--- config.mk ---
export PLATFORM = sky130hd
export DESIGN_NAME = sdm_merge
export DESIGN_NICKNAME = d
export VERILOG_FILES = /design/src/design/sdm_pkg.sv /design/src/design/sdm_merge.sv
export SDC_FILE = /design/constraint.sdc
export NUM_CORES = 2
export LEC_CHECK = 0
export ABC_AREA = 1
export BUFFER_PORTS_ARGS = -buffer_cell sky130_fd_sc_hd__buf_2
export CORE_MARGIN = 2
export CORE_UTILIZATION = 56
export DETAILED_ROUTE_END_ITERATION = 8
export GPL_ROUTABILITY_DRIVEN = 0
export HOLD_SLACK_MARGIN = 0.06
export PLACE_DENSITY_LB_ADDON = 0.1
export SLEW_MARGIN = 10
export SYNTH_ARGS = -nofsm -noshare
export SYNTH_HDL_FRONTEND = slang
export SYNTH_SLANG_ARGS = --single-unit
--- constraint.sdc ---
create_clock -name ref_clk -period 18.7 [get_ports ref_clk]
set_input_delay 0.935 -clock ref_clk [delete_from_list [all_inputs] [get_ports ref_clk]]
set_output_delay 0.935 -clock ref_clk [all_outputs]
set_load 0.02 [all_outputs]
--- src/design/sdm_pkg.sv ---
// Package with register map, function codes and sample layout constants
package sdm_pkg;
  // Bus geometry: byte address = 4 * register index
  localparam int ADDR_W = 18;
  localparam int IDX_W = 16;
  localparam int IDX_LSB = 2;

  // Register indices
  localparam logic [IDX_W-1:0] IDX_LINE0_FUNCTION_SELECT = 16'hB860;
  localparam logic [IDX_W-1:0] IDX_LINE1_FUNCTION_SELECT = 16'hB861;
  localparam logic [IDX_W-1:0] IDX_LINE2_FUNCTION_SELECT = 16'hB862;
  localparam logic [IDX_W-1:0] IDX_LINE0_SUPPORTED_FUNCTIONS = 16'hB86A;
  localparam logic [IDX_W-1:0] IDX_LINE1_SUPPORTED_FUNCTIONS = 16'hB86B;
  localparam logic [IDX_W-1:0] IDX_LINE2_SUPPORTED_FUNCTIONS = 16'hB86C;
  localparam logic [IDX_W-1:0] IDX_CARD_COMMAND = 16'hB870;
  localparam logic [IDX_W-1:0] IDX_ASYNC_LINE_LEVELS = 16'hB871;
  localparam logic [IDX_W-1:0] IDX_MERGE_STATUS = 16'hB872;

  // Card command register bits (write one to issue)
  localparam int CMD_CARD_START_BIT = 0;
  localparam int CMD_WRITE_SETUP_BIT = 1;

  // Function codes
  localparam logic [31:0] FUNCTION_NONE = 32'h00000000;
  localparam logic [31:0] FUNCTION_SYNC_DIGITAL_IN = 32'h00000004;
  localparam logic [31:0] SELECT_RESET = FUNCTION_NONE;
  localparam logic [31:0] SUPPORTED_DEFAULT = FUNCTION_SYNC_DIGITAL_IN;

  // AXI responses
  localparam logic [1:0] RESP_OKAY = 2'h0;
  localparam logic [1:0] RESP_SLVERR = 2'h2;

  // Sample layout
  localparam int NUM_LINES = 3;
  localparam int SAMPLE_W = 8;
  localparam int DIGITAL_BIT = 7;
  localparam int ANALOG_DROP = 1;
  localparam int FIFO_DEPTH = 32;
  localparam int SYNC_STAGES = 3;
endpackage : sdm_pkg

--- src/design/sdm_merge.sv ---
// Sync digital input merge: line function registers, AXI4-Lite slave, sample merge, FIFO
//
// Chosen here: register access over AXI4-Lite.
`timescale 1ns/1ps

module sdm_fifo #(
  parameter int WIDTH = 8,
  parameter int DEPTH = 32
) (
  // Clock and reset
  input wire logic ref_clk,
  input wire logic reset,
  // Fill side
  input wire logic in_valid,
  output logic in_ready,
  input wire logic [WIDTH-1:0] in_data,
  // Drain side
  output logic out_valid,
  input wire logic out_ready,
  output logic [WIDTH-1:0] out_data
);
  localparam int PTR_W = $clog2(DEPTH);

  logic [WIDTH-1:0] mem [DEPTH];
  logic [PTR_W:0] wr_ptr;
  logic [PTR_W:0] rd_ptr;
  logic push;
  logic pop;

  // Extra pointer bit tells full from empty
  assign in_ready = !((wr_ptr[PTR_W] != rd_ptr[PTR_W]) &&
                      (wr_ptr[PTR_W-1:0] == rd_ptr[PTR_W-1:0]));
  assign out_valid = (wr_ptr != rd_ptr);
  assign push = in_valid && in_ready;
  assign pop = out_valid && out_ready;
  assign out_data = mem[rd_ptr[PTR_W-1:0]];

  // Storage, no reset needed for the array itself
  always_ff @(posedge ref_clk)
  begin
    if (push)
    begin
      mem[wr_ptr[PTR_W-1:0]] <= in_data;
    end
  end

  // Write pointer
  always_ff @(posedge ref_clk or posedge reset)
  begin
    if (reset)
    begin
      wr_ptr <= '0;
    end
    else if (push)
    begin
      wr_ptr <= wr_ptr + 1'b1;
    end
  end

  // Read pointer
  always_ff @(posedge ref_clk or posedge reset)
  begin
    if (reset)
    begin
      rd_ptr <= '0;
    end
    else if (pop)
    begin
      rd_ptr <= rd_ptr + 1'b1;
    end
  end
endmodule : sdm_fifo

module sdm_merge #(
  parameter int NUM_CH = 4,
  parameter logic [3*32-1:0] SUPPORTED_MASKS = {3{sdm_pkg::SUPPORTED_DEFAULT}},
  parameter int FIFO_DEPTH = sdm_pkg::FIFO_DEPTH
) (
  // Clock and reset
  input wire logic ref_clk,
  input wire logic reset,
  // AXI4-Lite write address
  input wire logic s_axi_awvalid,
  output logic s_axi_awready,
  input wire logic [sdm_pkg::ADDR_W-1:0] s_axi_awaddr,
  // AXI4-Lite write data
  input wire logic s_axi_wvalid,
  output logic s_axi_wready,
  input wire logic [31:0] s_axi_wdata,
  input wire logic [3:0] s_axi_wstrb,
  // AXI4-Lite write response
  output logic s_axi_bvalid,
  input wire logic s_axi_bready,
  output logic [1:0] s_axi_bresp,
  // AXI4-Lite read address
  input wire logic s_axi_arvalid,
  output logic s_axi_arready,
  input wire logic [sdm_pkg::ADDR_W-1:0] s_axi_araddr,
  // AXI4-Lite read data
  output logic s_axi_rvalid,
  input wire logic s_axi_rready,
  output logic [31:0] s_axi_rdata,
  output logic [1:0] s_axi_rresp,
  // Converter sample stream in
  input wire logic converter_sample_valid,
  output logic converter_sample_ready,
  input wire logic [NUM_CH*sdm_pkg::SAMPLE_W-1:0] converter_sample,
  // Merged sample stream out
  output logic merged_valid,
  input wire logic merged_ready,
  output logic [NUM_CH*sdm_pkg::SAMPLE_W-1:0] merged_sample,
  // Multi-purpose connector lines
  input wire logic [sdm_pkg::NUM_LINES-1:0] multi_line_in,
  output logic [sdm_pkg::NUM_LINES-1:0] multi_line_out,
  output logic [sdm_pkg::NUM_LINES-1:0] multi_line_oe_n,
  // Status
  output logic merge_active
);
  localparam int NL = sdm_pkg::NUM_LINES;
  localparam int SW = sdm_pkg::SAMPLE_W;
  localparam int DW = NUM_CH * SW;

  logic [31:0] line_function_select [NL];
  logic [31:0] applied_function [NL];
  logic [sdm_pkg::SYNC_STAGES-1:0] line_sync [NL];
  logic [NL-1:0] async_line_levels;
  logic aw_held;
  logic w_held;
  logic [sdm_pkg::ADDR_W-1:0] aw_addr;
  logic [31:0] w_data;
  logic [3:0] w_strb;
  logic wr_fire;
  logic [sdm_pkg::IDX_W-1:0] wr_idx;
  logic [sdm_pkg::IDX_W-1:0] rd_idx;
  logic [31:0] wr_merged;
  logic wr_ok;
  logic apply_pulse;
  logic [DW-1:0] next_merged;

  // Map a register index to the line whose select register it is; NL means none
  function automatic int select_line(input logic [sdm_pkg::IDX_W-1:0] idx);
    if (idx == sdm_pkg::IDX_LINE0_FUNCTION_SELECT) return 0;
    if (idx == sdm_pkg::IDX_LINE1_FUNCTION_SELECT) return 1;
    if (idx == sdm_pkg::IDX_LINE2_FUNCTION_SELECT) return 2;
    return NL;
  endfunction : select_line

  // Map a register index to the line whose supported mask it is; NL means none
  function automatic int supported_line(input logic [sdm_pkg::IDX_W-1:0] idx);
    if (idx == sdm_pkg::IDX_LINE0_SUPPORTED_FUNCTIONS) return 0;
    if (idx == sdm_pkg::IDX_LINE1_SUPPORTED_FUNCTIONS) return 1;
    if (idx == sdm_pkg::IDX_LINE2_SUPPORTED_FUNCTIONS) return 2;
    return NL;
  endfunction : supported_line

  // Exactly one code, and one the line offers; zero is always allowed
  function automatic logic code_allowed(input logic [31:0] code, input logic [31:0] mask);
    logic one_hot;
    one_hot = (code & (code - 32'h00000001)) == 32'h00000000;
    return (code == sdm_pkg::FUNCTION_NONE) ||
           (one_hot && ((code & mask) != 32'h00000000));
  endfunction : code_allowed

  // Digital line feeding a channel's top bit
  function automatic int line_for_channel(input int ch);
    if (NUM_CH == 4) return ch % NL;
    return 0;
  endfunction : line_for_channel

  // Merge byte-lane strobes over the current value
  function automatic logic [31:0] strobe_merge(input logic [31:0] old_v, input logic [31:0] new_v,
                                               input logic [3:0] strb);
    logic [31:0] r;
    r = old_v;
    for (int b = 0; b < 4; b++)
    begin
      if (strb[b]) r[b*8 +: 8] = new_v[b*8 +: 8];
    end
    return r;
  endfunction : strobe_merge

  // Pin inputs pass three flops; a level counts once the last two agree
  generate
    for (genvar i = 0; i < NL; i++)
    begin : g_line_sync
      always_ff @(posedge ref_clk or posedge reset)
      begin
        if (reset)
        begin
          line_sync[i] <= '0;
        end
        else
        begin
          line_sync[i] <= {line_sync[i][sdm_pkg::SYNC_STAGES-2:0], multi_line_in[i]};
        end
      end

      always_ff @(posedge ref_clk or posedge reset)
      begin
        if (reset)
        begin
          async_line_levels[i] <= 1'b0;
        end
        else if (line_sync[i][sdm_pkg::SYNC_STAGES-1] == line_sync[i][sdm_pkg::SYNC_STAGES-2])
        begin
          async_line_levels[i] <= line_sync[i][sdm_pkg::SYNC_STAGES-1];
        end
      end
    end
  endgenerate

  // Lines are only ever inputs here, so the drivers always stay tristated
  assign multi_line_out = '0;
  assign multi_line_oe_n = '1;

  // Write channel: address and data may arrive in either order
  assign s_axi_awready = !aw_held && !s_axi_bvalid;
  assign s_axi_wready = !w_held && !s_axi_bvalid;
  assign wr_fire = aw_held && w_held && !s_axi_bvalid;
  assign wr_idx = aw_addr[sdm_pkg::IDX_LSB +: sdm_pkg::IDX_W];

  always_ff @(posedge ref_clk or posedge reset)
  begin
    if (reset)
    begin
      aw_held <= 1'b0;
      aw_addr <= '0;
    end
    else if (s_axi_awvalid && s_axi_awready)
    begin
      aw_held <= 1'b1;
      aw_addr <= s_axi_awaddr;
    end
    else if (wr_fire)
    begin
      aw_held <= 1'b0;
    end
  end

  always_ff @(posedge ref_clk or posedge reset)
  begin
    if (reset)
    begin
      w_held <= 1'b0;
      w_data <= '0;
      w_strb <= '0;
    end
    else if (s_axi_wvalid && s_axi_wready)
    begin
      w_held <= 1'b1;
      w_data <= s_axi_wdata;
      w_strb <= s_axi_wstrb;
    end
    else if (wr_fire)
    begin
      w_held <= 1'b0;
    end
  end

  // Decide whether the pending write lands
  always_comb
  begin
    wr_merged = sdm_pkg::FUNCTION_NONE;
    wr_ok = 1'b0;
    if (select_line(wr_idx) < NL)
    begin
      wr_merged = strobe_merge(line_function_select[select_line(wr_idx)], w_data, w_strb);
      wr_ok = code_allowed(wr_merged, SUPPORTED_MASKS[select_line(wr_idx)*32 +: 32]);
    end
    else if (wr_idx == sdm_pkg::IDX_CARD_COMMAND)
    begin
      wr_ok = 1'b1;
    end
  end

  // Select registers hold the software view; refused codes leave them alone
  generate
    for (genvar i = 0; i < NL; i++)
    begin : g_select
      always_ff @(posedge ref_clk or posedge reset)
      begin
        if (reset)
        begin
          line_function_select[i] <= sdm_pkg::SELECT_RESET;
        end
        else if (wr_fire && wr_ok && select_line(wr_idx) == i)
        begin
          line_function_select[i] <= wr_merged;
        end
      end

      // Hardware follows a new code only on a start or setup command
      always_ff @(posedge ref_clk or posedge reset)
      begin
        if (reset)
        begin
          applied_function[i] <= sdm_pkg::SELECT_RESET;
        end
        else if (apply_pulse)
        begin
          applied_function[i] <= line_function_select[i];
        end
      end
    end
  endgenerate

  // Command pulse, one cycle, issued from the card command register
  always_ff @(posedge ref_clk or posedge reset)
  begin
    if (reset)
    begin
      apply_pulse <= 1'b0;
    end
    else
    begin
      apply_pulse <= wr_fire && (wr_idx == sdm_pkg::IDX_CARD_COMMAND) && w_strb[0] &&
                     (w_data[sdm_pkg::CMD_CARD_START_BIT] ||
                      w_data[sdm_pkg::CMD_WRITE_SETUP_BIT]);
    end
  end

  // Write response one cycle after both halves are held
  always_ff @(posedge ref_clk or posedge reset)
  begin
    if (reset)
    begin
      s_axi_bvalid <= 1'b0;
      s_axi_bresp <= sdm_pkg::RESP_OKAY;
    end
    else if (wr_fire)
    begin
      s_axi_bvalid <= 1'b1;
      s_axi_bresp <= wr_ok ? sdm_pkg::RESP_OKAY : sdm_pkg::RESP_SLVERR;
    end
    else if (s_axi_bready)
    begin
      s_axi_bvalid <= 1'b0;
    end
  end

  // Read channel: data registered at the address handshake
  assign s_axi_arready = !s_axi_rvalid;
  assign rd_idx = s_axi_araddr[sdm_pkg::IDX_LSB +: sdm_pkg::IDX_W];

  always_ff @(posedge ref_clk or posedge reset)
  begin
    if (reset)
    begin
      s_axi_rvalid <= 1'b0;
      s_axi_rdata <= '0;
      s_axi_rresp <= sdm_pkg::RESP_OKAY;
    end
    else if (s_axi_arvalid && s_axi_arready)
    begin
      s_axi_rvalid <= 1'b1;
      s_axi_rresp <= sdm_pkg::RESP_OKAY;
      s_axi_rdata <= '0;
      if (select_line(rd_idx) < NL)
      begin
        s_axi_rdata <= line_function_select[select_line(rd_idx)];
      end
      else if (supported_line(rd_idx) < NL)
      begin
        s_axi_rdata <= SUPPORTED_MASKS[supported_line(rd_idx)*32 +: 32];
      end
      else if (rd_idx == sdm_pkg::IDX_ASYNC_LINE_LEVELS)
      begin
        s_axi_rdata <= {{(32-NL){1'b0}}, async_line_levels};
      end
      else if (rd_idx == sdm_pkg::IDX_MERGE_STATUS)
      begin
        s_axi_rdata <= {31'h00000000, merge_active};
      end
      else if (rd_idx != sdm_pkg::IDX_CARD_COMMAND)
      begin
        s_axi_rresp <= sdm_pkg::RESP_SLVERR; // Unmapped index reads zero with an error
      end
    end
    else if (s_axi_rready)
    begin
      s_axi_rvalid <= 1'b0;
    end
  end

  // Any line set to digital input changes the layout of all channels
  always_comb
  begin
    merge_active = 1'b0;
    for (int i = 0; i < NL; i++)
    begin
      if (applied_function[i] == sdm_pkg::FUNCTION_SYNC_DIGITAL_IN) merge_active = 1'b1;
    end
  end

  // Build each channel byte; no sign extension, the reader masks bit 7
  always_comb
  begin
    next_merged = converter_sample;
    if (merge_active)
    begin
      for (int c = 0; c < NUM_CH; c++)
      begin
        next_merged[c*SW +: SW-1] = converter_sample[c*SW+sdm_pkg::ANALOG_DROP +: SW-1];
        next_merged[c*SW+sdm_pkg::DIGITAL_BIT] = async_line_levels[line_for_channel(c)];
      end
    end
  end

  // Output buffer; a full buffer stalls the converter stream
  sdm_fifo #(
    .WIDTH(DW),
    .DEPTH(FIFO_DEPTH)
  ) u_fifo (
    .ref_clk(ref_clk),
    .reset(reset),
    .in_valid(converter_sample_valid),
    .in_ready(converter_sample_ready),
    .in_data(next_merged),
    .out_valid(merged_valid),
    .out_ready(merged_ready),
    .out_data(merged_sample)
  );
endmodule : sdm_merge

# Yosys cells after proc, flatten, opt, wreduce, memory -nomap -nowiden
# Memory sizes are Yosys's and may differ from the RTL's.
# Cells that the tools add are included.
# op_classes
add_sub_neg,3
magnitude_cmp,8
eq_ne,24
shifts,2
muxes,142
bitwise,4
n_reduce_logical,33
# ops
op,n
32-bit 2-to-1 mux,32
16-bit equality test (second input constant),12
96-bit by 32-bit variable part select with 32-bit output (first input constant),2
27-bit 2-to-1 mux,6
32-bit binary-select mux with 2-bit select,2
32-bit by 3-bit equality test with 1-bit output (second input constant),4
32-bit logical NOT,3
32-bit by 3-bit < comparator with 1-bit output (second input constant),3
32-bit by 4-bit < comparator with 1-bit output (second input constant),3
1-bit 2-to-1 mux,80
32-bit AND,2
32-bit by 3-bit >= comparator with 1-bit output (second input constant),2
8-bit 2-to-1 mux,8
32-bit inverter,2
32-bit by 2-bit equality test with 1-bit output (second input constant),1
32-bit nonzero test,1
32-bit by 1-bit subtractor with 32-bit output (second input constant),1
2-bit 2-to-1 mux,10
1-bit logical AND,18
16-bit != test (second input constant),1
6-bit by 1-bit adder with 6-bit output (second input constant),2
2-bit nonzero test,4
1-bit binary-select mux with 2-bit select,3
6-bit != test,1
other kinds (6),13
# totals
regBits,311
mem_bits_rw,1024
word_cells,242
n_memories,1
# mem_list
memory,depth,width,rd,rd_clocked_by_memory_dff,wr,line_no,text
u_fifo.mem,32,32,1,0,1,sdm_merge.sv:24,logic [WIDTH-1:0] mem [DEPTH];

# Longest topological paths before layout
# depth
word_depth,49
depth_mapped,27

# By module
# From an unflattened synthesis, not the netlist that was laid out.
# hier_totals
cells_unflattened,5231
hier_area_um2,56339.0
# by_module_without_submodules
mod,instances,cells_each,area_each_um2,seq_area_each_um2
sdm_fifo,1,3565,41781.3,31049.8
sdm_merge,1,1666,14557.7,7382.1

# Worst setup path before layout
# Ideal clock, no wire load.
# synth_path
kind,reg2reg
startpoint,reg u_fifo.rd_ptr[0]
endpoint,mem u_fifo.mem[3][0] (netlist name) (enable)
setup_ps,461
arrival_time_ps,3661
setup_slack_ps,14578
stages_incl_launch_ff,10
period_less_slack_ps,4122
cell_sequence,dfrtp_1 clkbuf_1 inv_1 clkbuf_1 nand2_1 o2111ai_1 nor4_1 nand2_1 nand2_1 nor3_1
# synth_between
elab_chain_len,6
# synth_rtl
element,line_no,text
"start, declared",sdm_merge.sv:26,logic [PTR_W:0] rd_ptr;
"start signal, assigned",sdm_merge.sv:69,rd_ptr <= rd_ptr + 1'b1;
5-bit equality test,sdm_merge.sv:32,(wr_ptr[PTR_W-1:0] == rd_ptr[PTR_W-1:0]));
1-bit logical AND,sdm_merge.sv:31,assign in_ready = !((wr_ptr[PTR_W] != rd_ptr[PTR_W]) &&
1-bit logical NOT,sdm_merge.sv:31,
via converter_sample_ready,sdm_merge.sv:106,"output logic converter_sample_ready,"
1-bit logical AND,sdm_merge.sv:34,assign push = in_valid && in_ready;
1-bit 2-to-1 mux,sdm_merge.sv:41,if (push)
1-bit 2-to-1 mux (implied by the code),sdm_merge.sv:43,mem[wr_ptr[PTR_W-1:0]] <= in_data;
"end, declared",sdm_merge.sv:24,
# The timed path passes the listed nets, and every way through them passes these cells.

# Final worst setup path
# layout_path
startpoint,reg u_fifo.rd_ptr[0]
endpoint,out merged_sample[20] (netlist name)
# layout_between
elab_chain_len,1
# layout_rtl
element,line_no,text
memory 32 x 32 bit,--,
"end, declared",sdm_merge.sv:111,"output logic [NUM_CH*sdm_pkg::SAMPLE_W-1:0] merged_sample,"
# No other way between the ends.

==> impl_metrics.json <==
{
  "outcome": "complete, no violations",
  "post-route-drc-count": 0,
  "layout.nets": 4846,
  "vias_per_cell": 6.138,
  "hold_path.class": "input pin to asynchronous set/reset pin",
  "synth_compound_area_frac": 0.1122,
  "synthAdderAreaFrac": 0.001694,
  "die_w_um": 316.4,
  "grt_pass1_vias": 34964,
  "wirelength_mm": 151.5,
  "dp_hpwl_mm": 85.38,
  "cpMostUsedCell": "buf_4",
  "cp_num_cells": 12,
  "grt_pass1_wl_mm": 221.8,
  "crit_end": "merged_sample[20]",
  "path_cells": "inv_8 -> buf_4 -> buf_4 -> buf_4 -> buf_4 -> o21ai_0 -> o221ai_1 -> o211ai_1 -> nand4_1 -> o21ai_0 -> inv_1 -> buf_2",
  "cts_tree": "yes",
  "cts_sinks": 1331,
  "core_area_sq_um": 96710,
  "dpl_cell_area_sq_um": 56840,
  "max-slew-margin-rel": 0.07874,
  "synthCells": 4614,
  "synth-xor-area-share": 0.001763,
  "die_area_sq_um": 100100,
  "cts_root_buffer": "clkbuf_16",
  "grt_overflow": 0,
  "ff2ff_path_depth": 9,
  "grt_start_max_net_pins": 172,
  "drv_cap": 0,
  "cp-startpoint": "u_fifo.rd_ptr[0]",
  "critical_path_buf_inv_count": 7,
  "muxShareOfSynthArea": 0.01999,
  "syn-cell-area_sq_um": 54640,
  "grt_antenna_before_repair": 7,
  "r2r-start": "u_fifo.rd_ptr[0]",
  "synth_top_area_frac": 0.5627,
  "holdBufCountCts": 0,
  "drive_gt1_frac": 0.1549,
  "cts_buffer_depth": 3,
  "wl_per_cell_um": 24.82,
  "synth_top_family_by_area": "simple AND/OR/NAND/NOR gates",
  "yosysTopAreaCell": "edfxtp_1",
  "leakagePower_nw": 22.73,
  "fmax_mhz": 122.5,
  "max_stage_delay_ps": 890,
  "timing.final.crit_share": 0.4365,
  "first_iter_violations": 4914,
  "synth-edff-count": 1024,
  "finalInstanceArea_sq_um": 61140,
  "critPathKind": "flop to primary output",
  "setup_tns_ps": 0,
  "finClkSkew_ps": 35.54,
  "dr.pass1.iters": 7,
  "arrival_ps": 7230,
  "ctsResizeCount": 0,
  "worstSkewPairLatency_ps": 750,
  "layout_common_cells": "1024 x edfxtp_1, 671 x o21ai_0, 663 x nor2_1",
  "reg2reg_to": "u_fifo.mem[29][5]",
  "final_common_cell": "edfxtp_1",
  "rsz0062_at_grt": "no",
  "post_cts_buffers": 0,
  "ys_types": 47,
  "setup_viol": 0,
  "power_density_nw_per_um2": 146.9,
  "drt.antenna.violating_nets": 0,
  "async_flop_share": 0.2307,
  "critPathCaptureType": "primary output",
  "clk_pin_slew_ps": 60,
  "yosys-top-cells-area": "edfxtp_1 56%, dfrtp_1 14%, o21ai_0 6.2%",
  "cp_top_family": "buffers and inverters",
  "crit_path_max_fanout": 151,
  "port_buffers": 185,
  "seq_area_frac_synth": 0.7033,
  "initial_core_util": 0.5650,
  "finalCriticalPeriod_ps": 8162,
  "ir_drop_mv": 0.1753,
  "cp_slowest_cell": "buf_4",
  "hold_viol": 0,
  "worstPathRequired_ps": 17770,
  "synth_area_per_cell_sq_um": 11.84,
  "cp-start-kind": "flop",
  "fin_hold_ws_ps": 246.5,
  "tightestPinTransition_ps": 1367,
  "yosys.area_share.simple": 0.1179,
  "drv_slew": 0,
  "cts-buffers-inserted": 136,
  "yosys_warnings": 0,
  "dp_cells": 5863,
  "ys_ff_latch": 1331,
  "fin_cells": 6106,
  "ios": 198,
  "synthFlopType": "edfxtp_1",
  "track_usage": 0.3016,
  "fp-row-count": 114,
  "vias": 37476,
  "die_h_um": 316.4,
  "rrSetupSlack_ps": 13690,
  "cts_max_level": 4,
  "syn2layout_area_growth_pct": 11.89
}
==> flip-flops by register name (all words and copies together), names as in the netlist, 3 cells and up <==
| register | flops |
|---|---|
| s_axi_rdata | 32 |
| w_data | 32 |
| applied_function | 96 |
| w_strb | 4 |
| line_function_select | 96 |
| line_sync | 9 |
| aw_addr | 16 |
| async_line_levels | 3 |
| u_fifo.rd_ptr | 6 |
| u_fifo.mem | 1024 |
| u_fifo.wr_ptr | 6 |
==> worst reg2reg max path: stages, from the launching register on <==
cell	delay (ps)
dfrtp_4	970
inv_8	510
o22ai_1	460
nor4_1	100
nand2_1	190
nand2_1	250
inv_1	190
nand2_1	460
nor2_4	930
buf_4	560
==> per-stage QoR <==
| stage | total power, W | util | worst slack (ps) |
|---|---|---|---|
| after floorplan | 0.005362 | - | 9277 |
| after global placement | 0.006315 | 0.5877 | 11530 |
| after detailed placement | 0.006349 | 0.5877 | 11490 |
| after CTS | 0.008964 | 0.6320 | 10690 |
| after global routing | 0.009366 | 0.6321 | 10220 |
| final | 0.008979 | 0.6322 | 10540 |
==> how the worst min path moves through the flow <==
stage,end,startpoint
2_1_floorplan,line_sync[1],line_sync[0]
3_3_place_gp,line_sync[4],line_sync[3]
5_1_grt,line_sync[6],multi_line_in[0]
6_report,aw_addr[13],reset
3_5_place_dp,line_sync[7],line_sync[6]
4_1_cts,line_sync[0],multi_line_in[2]
==> synth_stat cells, types with 4 or more instances <==
cell and count:
edfxtp_1 1024, nor2_1 695, o21ai_0 673, nand2_1 483, dfrtp_1 307, clkbuf_1 247
inv_1 224, o22ai_1 158, nand3_1 140, o221ai_1 101, mux2_2 97, nand4_1 86
inv_2 65, nand2_2 63, a21oi_1 40, o211ai_1 35, a221oi_1 23, nor4_1 19
buf_1 14, buf_6 13, o21bai_1 13, buf_4 10, nor2_2 10, xor2_1 10
buf_2 9, nor3_1 7, ha_1 5, nor2_4 5, o21ai_1 5, clkinv_1 4
==> layer usage <==
layer  global-route usage  up-vias  part of all wire  wire [um]
li1                     -    16712                 -          -
met5                    0        -                 0          0
met2               0.4482     1835              0.45      67810
met1               0.4533    18637              0.43      65140
met3              0.04709      292             0.089      13490
met4               0.1130        0             0.034       5090
==> cell type report <==
class | instances | area [sq um]
antenna | 8 | 20.02
clock buffer | 175 | 3727
clock inverter | 60 | 554.3
fill | 7461 | 35570
inverter | 293 | 1121
multi-input combinational | 2703 | 14160
sequential | 1331 | 38450
tap | 1276 | 1597
timing repair buffer | 260 | 1514
==> power breakdown <==
group          switching (W)  total [W]  internal, W
combinational        0.00203    0.00279     0.000761
clock                0.00111    0.00263      0.00152
sequential          0.000153    0.00356      0.00341
total                0.00329    0.00898      0.00569
==> logic make-up after synthesis <==
kind of cell / after synthesis
XOR/XNOR: 11
multiplexers: 97
adder cells (fa/ha/maj): 8
buffers and inverters: 586
AND/OR/NAND/NOR: 1518
other: 2
AO/OA/AOI/OAI: 1061
flip-flops: 1331
No activity file was read; power rests on OpenSTA's default activity.
